File: src/design/dsw_pkg.sv
/*
  dual stage watchdog: shared constants, register map and types.
  assumes a 32-bit apb slave port and a 100 mhz mclk.
*/
`default_nettype none

package dsw_pkg;

  // ****************************************************************
  // bus and register map
  // ****************************************************************
  localparam int          DSW_AW       = 8;
  localparam int          DSW_DW       = 32;
  localparam logic [7:0]  DSW_OFF_CTRL = 8'h00;
  localparam logic [7:0]  DSW_OFF_TO1  = 8'h04;
  localparam logic [7:0]  DSW_OFF_TO2  = 8'h08;
  localparam logic [7:0]  DSW_OFF_SVC  = 8'h0c;
  localparam logic [7:0]  DSW_OFF_STS  = 8'h10;
  localparam logic [7:0]  DSW_OFF_MSK  = 8'h14;
  localparam logic [7:0]  DSW_OFF_STAT = 8'h18;
  localparam logic [7:0]  DSW_OFF_CNT  = 8'h1c;

  // ****************************************************************
  // fields and reset values
  // ****************************************************************
  localparam int          DSW_CTRL_W   = 8;
  localparam int          DSW_EV_W     = 3;
  localparam int          DSW_EV_STG1  = 0;
  localparam int          DSW_EV_STG2  = 1;
  localparam int          DSW_EV_REJ   = 2;
  localparam logic [31:0] DSW_TO1_RST  = 32'h05f5_e100;
  localparam logic [31:0] DSW_TO2_RST  = 32'h05f5_e100;
  localparam logic [31:0] DSW_CNT_ZERO = 32'h0000_0000;
  localparam logic [31:0] DSW_CNT_ONE  = 32'h0000_0001;
  localparam logic [31:0] DSW_RD_ZERO  = 32'h0000_0000;

  // ****************************************************************
  // types
  // ****************************************************************
  typedef enum logic [2:0] {
    DSW_ACT_RESET   = 3'h0,
    DSW_ACT_NMI     = 3'h1,
    DSW_ACT_SCI     = 3'h2,
    DSW_ACT_DELAY   = 3'h3,
    DSW_ACT_PIN     = 3'h4,
    DSW_ACT_CASCADE = 3'h5
  } dsw_act_t;

  typedef struct packed {
    dsw_act_t act2;
    dsw_act_t act1;
    logic     pin_sel;
    logic     en;
  } dsw_ctrl_t;

  localparam dsw_ctrl_t DSW_CTRL_RST = '{act2: DSW_ACT_RESET, act1: DSW_ACT_RESET,
                                         pin_sel: 1'b0, en: 1'b0};

  typedef enum logic [1:0] {
    DSW_IDLE = 2'b00,
    DSW_RUN1 = 2'b01,
    DSW_RUN2 = 2'b11,
    DSW_HALT = 2'b10
  } dsw_state_t;

endpackage

`default_nettype wire

File: src/design/dsw_flag.sv
/*
  dual stage watchdog: bank of sticky event flags, write one to clear.
  assumes set and clear are single-cycle strobes from the same clock.
*/
`timescale 1ns/1ps
`default_nettype none

module dsw_flag #(
  parameter int W = 1
) (
  // clock and reset
  input  wire logic         mclk,
  input  wire logic         rst_n,
  // events and clears
  input  wire logic [W-1:0] set,
  input  wire logic [W-1:0] clr,
  // flags
  output logic      [W-1:0] flags
);

  // ****************************************************************
  // sticky bits, a set wins over a clear in the same cycle
  // ****************************************************************
  always_ff @(posedge mclk or negedge rst_n)
  begin
    if (!rst_n)
    begin
      flags <= '0;
    end
    else
    begin
      flags <= (flags & ~clr) | set;
    end
  end

endmodule

`default_nettype wire

File: src/design/dsw_stage.sv
/*
  dual stage watchdog: one down-counting time-out stage.
  assumes load and run come from the owning state machine.
*/
`timescale 1ns/1ps
`default_nettype none

module dsw_stage (
  // clock and reset
  input  wire logic        mclk,
  input  wire logic        rst_n,
  // control
  input  wire logic        load,
  input  wire logic        run,
  input  wire logic [31:0] load_val,
  // state
  output logic      [31:0] count,
  output logic             expired
);
  import dsw_pkg::*;

  // ****************************************************************
  // down counter
  // ****************************************************************
  always_ff @(posedge mclk or negedge rst_n)
  begin
    if (!rst_n)
    begin
      count <= DSW_CNT_ZERO;
    end
    else if (load)
    begin
      count <= load_val;
    end
    else if (run && count != DSW_CNT_ZERO)
    begin
      count <= count - DSW_CNT_ONE;
    end
  end

  assign expired = run & ~load & (count == DSW_CNT_ZERO);

endmodule

`default_nettype wire

File: src/design/dsw_top.sv
/*
  dual stage watchdog: apb registers, stage sequencing, actions, pin, irq.
  assumes apb master on mclk; action outputs go to host reset and irq logic.
*/
`timescale 1ns/1ps
`default_nettype none

module dsw_top (
  // clock and reset
  input  wire logic                         mclk,
  input  wire logic                         rst_n,
  // apb slave
  input  wire logic                         psel,
  input  wire logic                         penable,
  input  wire logic                         pwrite,
  input  wire logic [dsw_pkg::DSW_AW-1:0]   paddr,
  input  wire logic [dsw_pkg::DSW_DW-1:0]   pwdata,
  output logic      [dsw_pkg::DSW_DW-1:0]   prdata,
  output logic                              pready,
  output logic                              pslverr,
  // actions
  output logic                              reset_req,
  output logic                              nmi_req,
  output logic                              sci_req,
  output logic                              watchdog_output_pin,
  output logic                              irq
);
  import dsw_pkg::*;

  // ****************************************************************
  // declarations
  // ****************************************************************
  dsw_ctrl_t            ctrl_q;
  dsw_ctrl_t            ctrl_d;
  dsw_state_t           state_q;
  dsw_state_t           state_d;
  logic [31:0]          to1_q;
  logic [31:0]          to2_q;
  logic [DSW_EV_W-1:0]  mask_q;
  logic [DSW_EV_W-1:0]  sts;
  logic [DSW_EV_W-1:0]  ev_set;
  logic [DSW_EV_W-1:0]  ev_clr;
  logic [31:0]          cnt1;
  logic [31:0]          cnt2;
  logic                 exp1;
  logic                 exp2;
  logic                 load1;
  logic                 load2;
  logic                 run1;
  logic                 run2;
  logic                 wr_en;
  logic                 setup;
  logic                 mapped;
  logic                 service;
  logic                 fire1;
  logic                 fire2;
  logic                 rej;
  logic                 pin_fire;
  logic [31:0]          rd_data;
  logic                 reset_req_q;
  logic                 nmi_req_q;
  logic                 sci_req_q;
  logic                 pin_q;
  logic                 irq_q;
  logic [31:0]          prdata_q;
  logic                 pready_q;
  logic                 pslverr_q;

  // ****************************************************************
  // apb decode
  // ****************************************************************
  assign setup   = psel & ~penable;
  assign wr_en   = psel & penable & pready_q & pwrite;
  assign service = wr_en & (paddr == DSW_OFF_SVC) & ctrl_q.en;

  always_comb
  begin
    unique case (paddr)
      DSW_OFF_CTRL, DSW_OFF_TO1, DSW_OFF_TO2, DSW_OFF_SVC,
      DSW_OFF_STS, DSW_OFF_MSK, DSW_OFF_STAT, DSW_OFF_CNT: mapped = 1'b1;
      default:                                             mapped = 1'b0;
    endcase
  end

  always_comb
  begin
    rd_data = DSW_RD_ZERO;
    unique case (paddr)
      DSW_OFF_CTRL: rd_data[DSW_CTRL_W-1:0] = ctrl_q;
      DSW_OFF_TO1:  rd_data = to1_q;
      DSW_OFF_TO2:  rd_data = to2_q;
      DSW_OFF_STS:  rd_data[DSW_EV_W-1:0] = sts;
      DSW_OFF_MSK:  rd_data[DSW_EV_W-1:0] = mask_q;
      DSW_OFF_STAT: rd_data[2:0] = {pin_q, state_q};
      DSW_OFF_CNT:  rd_data = run2 ? cnt2 : cnt1;
      default:      rd_data = DSW_RD_ZERO;
    endcase
  end

  // answer in the first access cycle
  always_ff @(posedge mclk or negedge rst_n)
  begin
    if (!rst_n)
    begin
      pready_q  <= 1'b0;
      pslverr_q <= 1'b0;
      prdata_q  <= DSW_RD_ZERO;
    end
    else
    begin
      pready_q  <= setup;
      pslverr_q <= setup & ~mapped;
      if (setup && !pwrite)
      begin
        prdata_q <= rd_data;
      end
    end
  end

  // ****************************************************************
  // control and time-out registers
  // ****************************************************************
  always_comb
  begin
    ctrl_d = ctrl_q;
    rej    = 1'b0;
    if (wr_en && paddr == DSW_OFF_CTRL)
    begin
      ctrl_d.en      = pwdata[0];
      ctrl_d.pin_sel = pwdata[1];
      if (pwdata[4:2] <= DSW_ACT_CASCADE)
      begin
        ctrl_d.act1 = dsw_act_t'(pwdata[4:2]);
      end
      else
      begin
        rej = 1'b1;
      end
      if (pwdata[7:5] <= DSW_ACT_CASCADE && pwdata[7:5] != DSW_ACT_DELAY)
      begin
        ctrl_d.act2 = dsw_act_t'(pwdata[7:5]);
      end
      else
      begin
        rej = 1'b1;
      end
    end
  end

  always_ff @(posedge mclk or negedge rst_n)
  begin
    if (!rst_n)
    begin
      ctrl_q <= DSW_CTRL_RST;
      to1_q  <= DSW_TO1_RST;
      to2_q  <= DSW_TO2_RST;
      mask_q <= '0;
    end
    else
    begin
      ctrl_q <= ctrl_d;
      if (wr_en && paddr == DSW_OFF_TO1)
      begin
        to1_q <= pwdata;
      end
      if (wr_en && paddr == DSW_OFF_TO2)
      begin
        to2_q <= pwdata;
      end
      if (wr_en && paddr == DSW_OFF_MSK)
      begin
        mask_q <= pwdata[DSW_EV_W-1:0];
      end
    end
  end

  // ****************************************************************
  // stage sequencing
  // ****************************************************************
  assign run1  = (state_q == DSW_RUN1);
  assign run2  = (state_q == DSW_RUN2);
  assign fire1 = exp1 & ctrl_q.en & ~service;
  assign fire2 = exp2 & ctrl_q.en & ~service;
  assign load1 = ctrl_q.en & ((state_q == DSW_IDLE) | service);
  assign load2 = fire1 & (ctrl_q.act1 == DSW_ACT_CASCADE
                          || ctrl_q.act1 == DSW_ACT_DELAY);

  always_comb
  begin
    state_d = state_q;
    unique case (state_q)
      DSW_IDLE:
      begin
        if (ctrl_q.en)
        begin
          state_d = DSW_RUN1;
        end
      end
      DSW_RUN1:
      begin
        if (!ctrl_q.en)
        begin
          state_d = DSW_IDLE;
        end
        else if (load2)
        begin
          state_d = DSW_RUN2;
        end
        else if (fire1)
        begin
          state_d = DSW_HALT;
        end
      end
      DSW_RUN2, DSW_HALT:
      begin
        if (!ctrl_q.en)
        begin
          state_d = DSW_IDLE;
        end
        else if (service)
        begin
          state_d = DSW_RUN1;
        end
        else if (fire2)
        begin
          state_d = DSW_HALT;
        end
      end
    endcase
  end

  always_ff @(posedge mclk or negedge rst_n)
  begin
    if (!rst_n)
    begin
      state_q <= DSW_IDLE;
    end
    else
    begin
      state_q <= state_d;
    end
  end

  dsw_stage u_stage1 (
    .mclk     (mclk),
    .rst_n    (rst_n),
    .load     (load1),
    .run      (run1),
    .load_val (to1_q),
    .count    (cnt1),
    .expired  (exp1)
  );

  dsw_stage u_stage2 (
    .mclk     (mclk),
    .rst_n    (rst_n),
    .load     (load2),
    .run      (run2),
    .load_val (to2_q),
    .count    (cnt2),
    .expired  (exp2)
  );

  // ****************************************************************
  // expiry actions
  // ****************************************************************
  assign pin_fire = ctrl_q.pin_sel ? fire2
                  : (fire1 & ctrl_q.act1 != DSW_ACT_DELAY);

  always_ff @(posedge mclk or negedge rst_n)
  begin
    if (!rst_n)
    begin
      reset_req_q <= 1'b0;
      nmi_req_q   <= 1'b0;
      sci_req_q   <= 1'b0;
    end
    else
    begin
      reset_req_q <= (fire1 & ctrl_q.act1 == DSW_ACT_RESET)
                   | (fire2 & ctrl_q.act2 == DSW_ACT_RESET);
      nmi_req_q   <= (fire1 & ctrl_q.act1 == DSW_ACT_NMI)
                   | (fire2 & ctrl_q.act2 == DSW_ACT_NMI);
      sci_req_q   <= (fire1 & ctrl_q.act1 == DSW_ACT_SCI)
                   | (fire2 & ctrl_q.act2 == DSW_ACT_SCI);
    end
  end

  // pin is released only by reset
  always_ff @(posedge mclk or negedge rst_n)
  begin
    if (!rst_n)
    begin
      pin_q <= 1'b0;
    end
    else
    begin
      pin_q <= pin_q | pin_fire;
    end
  end

  // ****************************************************************
  // interrupt status and mask
  // ****************************************************************
  always_comb
  begin
    ev_set              = '0;
    ev_set[DSW_EV_STG1] = fire1;
    ev_set[DSW_EV_STG2] = fire2;
    ev_set[DSW_EV_REJ]  = rej;
    ev_clr              = (wr_en && paddr == DSW_OFF_STS) ? pwdata[DSW_EV_W-1:0] : '0;
  end

  dsw_flag #(.W(DSW_EV_W)) u_flags (
    .mclk  (mclk),
    .rst_n (rst_n),
    .set   (ev_set),
    .clr   (ev_clr),
    .flags (sts)
  );

  always_ff @(posedge mclk or negedge rst_n)
  begin
    if (!rst_n)
    begin
      irq_q <= 1'b0;
    end
    else
    begin
      irq_q <= |(sts & mask_q);
    end
  end

  // ****************************************************************
  // outputs
  // ****************************************************************
  assign prdata              = prdata_q;
  assign pready              = pready_q;
  assign pslverr             = pslverr_q;
  assign reset_req           = reset_req_q;
  assign nmi_req             = nmi_req_q;
  assign sci_req             = sci_req_q;
  assign watchdog_output_pin = pin_q;
  assign irq                 = irq_q;
endmodule

`default_nettype wire

File: config.mk
export PLATFORM = sky130hd
export DESIGN_NAME = dsw_top
export DESIGN_NICKNAME = d
export VERILOG_FILES = /design/src/design/dsw_pkg.sv /design/src/design/dsw_flag.sv /design/src/design/dsw_stage.sv /design/src/design/dsw_top.sv
export SDC_FILE = /design/constraint.sdc
export NUM_CORES = 1
export LEC_CHECK = 0
export ABC_AREA = 1
export ABC_CLOCK_PERIOD_IN_PS = 2300
export BUFFER_PORTS_ARGS = -buffer_cell sky130_fd_sc_hd__buf_2
export CORE_MARGIN = 1
export CORE_UTILIZATION = 60
export CTS_CLUSTER_SIZE = 8
export DETAILED_ROUTE_END_ITERATION = 16
export PLACE_DENSITY = 0.91
export SYNTH_ARGS = -nofsm -noshare
export SYNTH_HDL_FRONTEND = slang
export SYNTH_SLANG_ARGS = --single-unit
File: constraint.sdc
create_clock -name mclk -period 2.3 [get_ports mclk]
set_input_delay 0.23 -clock mclk [delete_from_list [all_inputs] [get_ports mclk]]
set_output_delay 0.23 -clock mclk [all_outputs]
set_load 0.02 [all_outputs]
; ---- After elaboration in Yosys (flattened, before gate mapping)
; Memory sizes are Yosys's and may differ from the RTL's.
; Cells that the tools add are included.
[totals]
latchBits = 0
elab_cells = 132
input_bits = 45
romBits = 32
regBits = 183
output_inout_bits = 39
mem_count = 1
ramBits = 0
[op_classes]
eq_ne = 21
div_mod_pow = 0
bitwise_logic = 38
shifts = 0
mux = 22
reduce_logical = 27
multipliers = 0
addsub = 2
n_lt_le_gt_ge = 2
[mem_list]
columns = name, words, word_bits, rd, rd_ports_with_merged_regs, wr, line
row1 = (name not given), 32, 1, 1, 0, 0, dsw_top.sv:78  ; unique case (paddr)
[ops]
columns = op, count
row1 = $mux W32, 5
row2 = $pmux W24 S3, 1
row3 = $logic_not A32 Y1, 2
row4 = $reduce_bool A32 Y1, 2
row5 = $sub A32 B1 Y32 const B, 2
row6 = $eq A8 B5 Y1 const B, 4
row7 = $and A1 B1 Y1, 24
row8 = $pmux W3 S7, 1
row9 = $pmux W5 S4, 1
row10 = $eq A8 B4 Y1 const B, 2
row11 = $mux W2, 7
row12 = $eq A3 B2 Y1 const B, 3
row13 = $logic_and A1 B1 Y1, 9
row14 = $logic_not A3 Y1, 3
row15 = $eq A8 B3 Y1 const B, 1
row16 = $logic_not A8 Y1, 1
row17 = $and A3 B3 Y3, 2
row18 = $eq A3 B1 Y1 const B, 2
row19 = $le A3 B3 Y1 const B, 2
row20 = $ne A3 B2 Y1 const B, 2
row21 = $pmux W2 S3, 1
row22 = $mux W1, 5
row23 = $not A1 Y1, 5
row24 = $or A1 B1 Y1, 5
row25 = other kinds (17), 20

; ---- Longest topological paths before layout
[logic_depth]
ltp_word = 22
mapped_depth = 13
depth_no_buf = 13

; ---- By module
; From an unflattened synthesis, not the netlist that was laid out.
[hier_totals]
cells_unflattened = 1588
hier_area_um2 = 11001.8
[by_module_without_submodules]
columns = module, seq_area_each_um2, cells_each, area_each_um2, instances
row1 = dsw_top, 2932.8, 777, 5904.4, 1
row2 = dsw_stage, 800.8, 398, 2488.6, 2
row3 = dsw_flag, 75.1, 15, 120.1, 1

; ---- Least setup slack after synthesis
; Ideal clock, no wire load.
[synth_timing]
path_kind = register to register
from = register u_stage2.count[0]
to = register u_stage2.count[23]
t_required_ps = 2231
n_path_buf = 2
slack_ps = 535
t_arrival_ps = 1696
stages_incl_launch_ff = 13
synth_period_minus_slack_ps = 1765
setup_time_ps = 69
path_cell_list = dfrtp_1 inv_1 ha_1 nand3_2 nor2_4 nand2_1 nor2_1 nor2_2 inv_2 buf_4 buf_6 nand3_1 nand3_1
[synth_between]
elab_chain_len = 3
elab_cells_between_ends = 6
classes_between = add/sub: 1 / mux: 2 / reduce/logical: 3
[synth_rtl]
columns = item, line
row1 = start: declaration, dsw_stage.sv:17  ; output logic [31:0] count,
row2 = start signal: assignment, dsw_stage.sv:33  ; count <= load_val;
row3 = start signal: assignment, dsw_stage.sv:37  ; count <= count - DSW_CNT_ONE;
row4 = $sub A32 B1 Y32 or $reduce_bool A32 Y1 (tied branches), "dsw_stage.sv:37, dsw_stage.sv:35"
row5 = $mux W32 or $logic_and A1 B1 Y1 (tied branches), dsw_stage.sv:35  ; else if (run && count != DSW_CNT_ZERO)
row6 = $mux W32 or $reduce_bool A2 Y1 (tied branches), --
; Parallel ways exist; a longest one is shown, timed or not. The select of a mux whose other input is x is not followed.
; A chain may end at the register's enable or synchronous reset.

; ---- Worst setup path in the final report
[layout_timing]
from = register u_stage1.count[25]
to = register u_stage2.count[4]
[layout_between]
elab_chain_len = 6
elab_cells_between_ends = 7
classes_between = mux: 1 / bitwise: 4 / reduce/logical: 2
[layout_rtl]
columns = item, line
row1 = start: declaration, dsw_stage.sv:17
row2 = start signal: assignment, dsw_stage.sv:33
row3 = start signal: assignment, dsw_stage.sv:37
row4 = $logic_not A32 Y1 (*), dsw_stage.sv:41  ; assign expired = run & ~load & (count == DSW_CNT_ZERO);
row5 = $and A1 B1 Y1 (*), dsw_stage.sv:41
row6 = $and A1 B1 Y1 (*) (2 in a row), dsw_top.sv:182  ; assign fire1 = exp1 & ctrl_q.en & ~service;
row7 = $and A1 B1 Y1 (*), dsw_top.sv:185  ; assign load2 = fire1 & (ctrl_q.act1 == DSW_ACT_CASCADE
row8 = $mux W32 or $reduce_bool A2 Y1 (tied branches), --
; Mark *: on every way between the ends. The rest lies on a longest branch, timed or not.

==> impl_metrics.prom <==
# TYPE chip_impl_metric gauge
chip_impl_metric{name="postSynthNetCount",unit=""} 1559
chip_impl_metric{name="power.ir.vdd_worst",unit="V"} 0.000512
chip_impl_metric{name="clkPwrFrac",unit="%"} 43.8
chip_impl_metric{name="critPathArrivalTime",unit="ps"} 2500
chip_impl_info{name="critical-path-top-cell-by-count",value="sky130_fd_sc_hd__nand3_1"} 1
chip_impl_info{name="slowest_stage",value="sky130_fd_sc_hd__dfrtp_1"} 1
chip_impl_metric{name="clock_skew",unit="ps"} 11.4
chip_impl_info{name="layout.cells.most_common",value="sky130_fd_sc_hd__nand2_1"} 1
chip_impl_metric{name="clock_latency",unit="ps"} 450
chip_impl_metric{name="timing.final.crit_period",unit="ps"} 2190
chip_impl_metric{name="avgSynthCellArea",unit="µm²"} 7.04
chip_impl_info{name="cts_root_buf",value="sky130_fd_sc_hd__clkbuf_16"} 1
chip_impl_info{name="run_status",value="finished, final reports clean"} 1
chip_impl_metric{name="num_antenna_cells",unit=""} 0
chip_impl_metric{name="syn-instance-count",unit=""} 1511
chip_impl_metric{name="final_hold_violations",unit=""} 0
chip_impl_metric{name="power.sequential.fraction",unit="%"} 48.6
chip_impl_metric{name="initial_core_util",unit="%"} 61.5
chip_impl_metric{name="gr-total-overflow",unit=""} 0
chip_impl_metric{name="viasPerCell",unit=""} 6.06
chip_impl_metric{name="routed-via-count",unit=""} 11210
chip_impl_metric{name="synth_top_cell_area_share",unit="%"} 37.4
chip_impl_metric{name="drtAntennaViolNets",unit=""} 0
chip_impl_metric{name="synth_warn",unit=""} 0
chip_impl_metric{name="setup_viol_count_final",unit=""} 0
chip_impl_metric{name="synth_cell_type_count",unit=""} 38
chip_impl_info{name="synth.top_cells.by_area",value="sky130_fd_sc_hd__dfrtp_1, sky130_fd_sc_hd__nand2_1, sky130_fd_sc_hd__nand3_1"} 1
chip_impl_metric{name="worst_case_clock_buffer_depth",unit=""} 2
chip_impl_metric{name="path_clk_slew",unit="ps"} 80
chip_impl_metric{name="grt_pass1_vias",unit=""} 10428
chip_impl_metric{name="port_buffers",unit=""} 83
chip_impl_metric{name="sw_frac_of_total",unit="%"} 27.0
chip_impl_metric{name="crit_path_max_incr_delay",unit="ps"} 430
chip_impl_metric{name="nNetsFinal",unit=""} 1660
chip_impl_metric{name="die-area",unit="µm²"} 18300
chip_impl_metric{name="syn-cell-area",unit="µm²"} 10600
chip_impl_info{name="final_cell_mix",value="sky130_fd_sc_hd__nand2_1, sky130_fd_sc_hd__nand3_1, sky130_fd_sc_hd__dfrtp_1"} 1
chip_impl_info{name="clock_tree_from_tritoncts",value="yes"} 1
chip_impl_metric{name="drt_iter0_markers",unit=""} 1489
chip_impl_metric{name="setup_tns",unit="ps"} 0
chip_impl_metric{name="finalWirelength",unit="mm"} 35.7
chip_impl_metric{name="grt_start_max_net_pins",unit=""} 65
chip_impl_metric{name="numClockSinks",unit=""} 183
chip_impl_metric{name="design.core.area",unit="µm²"} 17300
chip_impl_metric{name="synth_seq_cells",unit=""} 183
chip_impl_metric{name="required_worst_endpoint",unit="ps"} 2610
chip_impl_metric{name="cell_internal_pwr",unit="W"} 0.00491
chip_impl_metric{name="power.net_switching",unit="W"} 0.00182
chip_impl_metric{name="cts_inserted_buffers",unit=""} 17
chip_impl_metric{name="place.detailed.hpwl",unit="mm"} 26.3
chip_impl_metric{name="critical_path.max_fanout",unit=""} 17
chip_impl_metric{name="fin_total_pwr",unit="W"} 0.00672
chip_impl_metric{name="antenna_found_initial",unit=""} 2
chip_impl_info{name="critical_path.cell_chain",value="nor2_1 > nand2_1 > nor2_1 > nand3_1 > nor2_2 > nand4_2 > buf_4 > nand3_1 > nand3_1"} 1
chip_impl_metric{name="die_width",unit="µm"} 135
chip_impl_info{name="worstSetupEndpointType",value="register"} 1
chip_impl_metric{name="fin_crit_sh",unit="%"} 95.2
chip_impl_metric{name="core.rowCount",unit=""} 48
chip_impl_metric{name="maxCapViolCount",unit=""} 0
chip_impl_metric{name="wire_length_of_the_first_global_routing_pass",unit="mm"} 56.0
chip_impl_metric{name="route.detailed.wl_per_inst",unit="µm"} 19.3
chip_impl_metric{name="grt_use_total",unit="%"} 40.5
chip_impl_metric{name="gp_routability_congestion",unit=""} 0.995
chip_impl_metric{name="clock_tree.htree_level_count",unit=""} 4
chip_impl_metric{name="timing.fmax",unit="MHz"} 457
chip_impl_metric{name="power_leakage",unit="nW"} 6.22
chip_impl_metric{name="max_slew.worst_pin.slew",unit="ps"} 690
chip_impl_metric{name="synth-seq-area-share",unit="%"} 43.3
chip_impl_metric{name="io_pins",unit=""} 84
chip_impl_metric{name="die-height",unit="µm"} 135
chip_impl_metric{name="combinationalPowerShare",unit="%"} 7.6
chip_impl_info{name="startpoint_class",value="register"} 1
chip_impl_info{name="synth_top_cell_by_area",value="sky130_fd_sc_hd__dfrtp_1"} 1
chip_impl_info{name="critPathKind",value="reg -> reg"} 1
chip_impl_info{name="rsz0062_at_grt",value="no"} 1
chip_impl_metric{name="drc",unit=""} 0
chip_impl_metric{name="final_max_slew_viol_count",unit=""} 0
chip_impl_metric{name="timing.max_slew.rel_slack",unit="%"} 53.9
chip_impl_metric{name="firstDrtPassIters",unit=""} 8
chip_impl_metric{name="synthToLayoutAreaGrowth",unit="%"} 14.4
chip_impl_metric{name="pwr_density_cell",unit="nW/µm²"} 552
chip_impl_info{name="worstHoldPathType",value="in -> reg"} 1
chip_impl_metric{name="drive_gt1_share",unit="%"} 14.5
[cell usage after synthesis (all sizes together)]
| master | n |
|---|---|
| dfstp | 24 |
| a21oi | 10 |
| xnor2 | 10 |
| o211ai | 19 |
| dfrtp | 159 |
| o22ai | 3 |
| ha | 3 |
| xor2 | 17 |
| a31oi | 2 |
| and2 | 1 |
| nand3b | 5 |
| buf | 34 |
| clkbuf | 28 |
| or2 | 7 |
| a21boi | 2 |
| nor2 | 159 |
| inv | 136 |
| o21ai | 170 |
| o31ai | 1 |
| clkinv | 1 |
| nand2 | 475 |
| nor3 | 4 |
| nand4 | 25 |
| nand3 | 216 |
[cell families after synthesis]
logic type / Yosys count / share of synthesized area [%]
compound gates: 207 / 10.3
simple gates: 892 / 36.0
xor+xnor: 27 / 2.22
flops: 183 / 43.3
buf+inv: 199 / 7.83
fa+ha+maj: 3 / 0.353
[what timing repair did]
| action | in CTS | in global routing |
|---|---|---|
| setup endpoints to repair | 0 | 36 |
| endpoints found under the hold margin | 57 | 0 |
| resized for setup | 0 | 5 |
| setup buffers | 0 | 2 |
| hold buffers | 2 | 0 |
[final timing paths]
check,to,cells past startpoint,slack (ps),start
setup / recovery,u_stage2.count[4]$_DFFE_PN0P_,9,110,u_stage1.count[25]$_DFFE_PN0P_
hold / removal,to2_q[14]$_DFFE_PN1P_,3,0.9,pwdata[14]
setup reg to reg,u_stage2.count[4]$_DFFE_PN0P_,9,110,u_stage1.count[25]$_DFFE_PN0P_
hold reg to reg,prdata[31]$_DFFE_PN0P_,2,480,prdata[31]$_DFFE_PN0P_
max in group asynchronous,to2_q[14]$_DFFE_PN1P_,3,1130,rst_n
min in group asynchronous,u_stage1.count[2]$_DFFE_PN0P_,2,350,rst_n
[flip-flops by register name (all words and copies together), names as in the netlist]
register / count
irq: 1
u_stage1.count: 32
u_flags.flags: 3
prdata: 32
reset_req: 1
state_q: 2
pready: 1
pslverr: 1
u_stage2.count: 32
mask_q: 3
to2_q: 32
sci_req: 1
to1_q: 32
ctrl_q: 8
nmi_req: 1
watchdog_output_pin: 1
[cell type report]
| class | instances | area, µm² |
|---|---|---|
| timing repair buffer | 144 | 972 |
| multi-input combinational | 1129 | 5220 |
| tap | 225 | 282 |
| clock inverter | 13 | 128 |
| fill | 1410 | 5110 |
| sequential | 183 | 4610 |
| inverter | 137 | 514 |
| clock buffer | 19 | 454 |
[critical path: cells and delay by family (launching register included)]
kind,cells,cell delay (ps)
flops,1,430
simple gates,8,1340
buf+inv,1,280
[per-layer routing]
metal	GRT usage, %	share of wire (%)
met1	56.0	40
met2	60.7	44
met3	12.1	13
met4	13.8	3.5
met5	0	0.076
[power groups by stage]
| stage | registers (W) | clock network (W) | logic [W] |
|---|---|---|---|
| detailed placement | 0.00332 | 0 | 0.000493 |
| global route | 0.00327 | 0.00305 | 0.000564 |
| global placement | 0.00332 | 0 | 0.000484 |
| finish | 0.00326 | 0.00294 | 0.000512 |
| CTS | 0.00326 | 0.00294 | 0.000502 |
| floorplan | 0.00332 | 0 | 0.000264 |
[metrics by stage]
| step | area, µm² | std cells | worst slack [ps] | utilization, % | hold WS [ps] |
|---|---|---|---|---|---|
| finish | 12200 | 1850 | 110 | 70.4 | 0.876 |
| global route | 12200 | 1850 | 1.78 | 70.4 | 20.8 |
| CTS | 12200 | 1848 | 54.5 | 70.3 | 8.34 |
| detailed placement | 11600 | 1814 | 79.8 | 66.8 | 273 |
| global placement | 11600 | 1814 | 124 | 66.8 | 268 |
| floorplan | 10600 | 1511 | 535 | - | -65.6 |
Power figures use the tool's default switching activity.
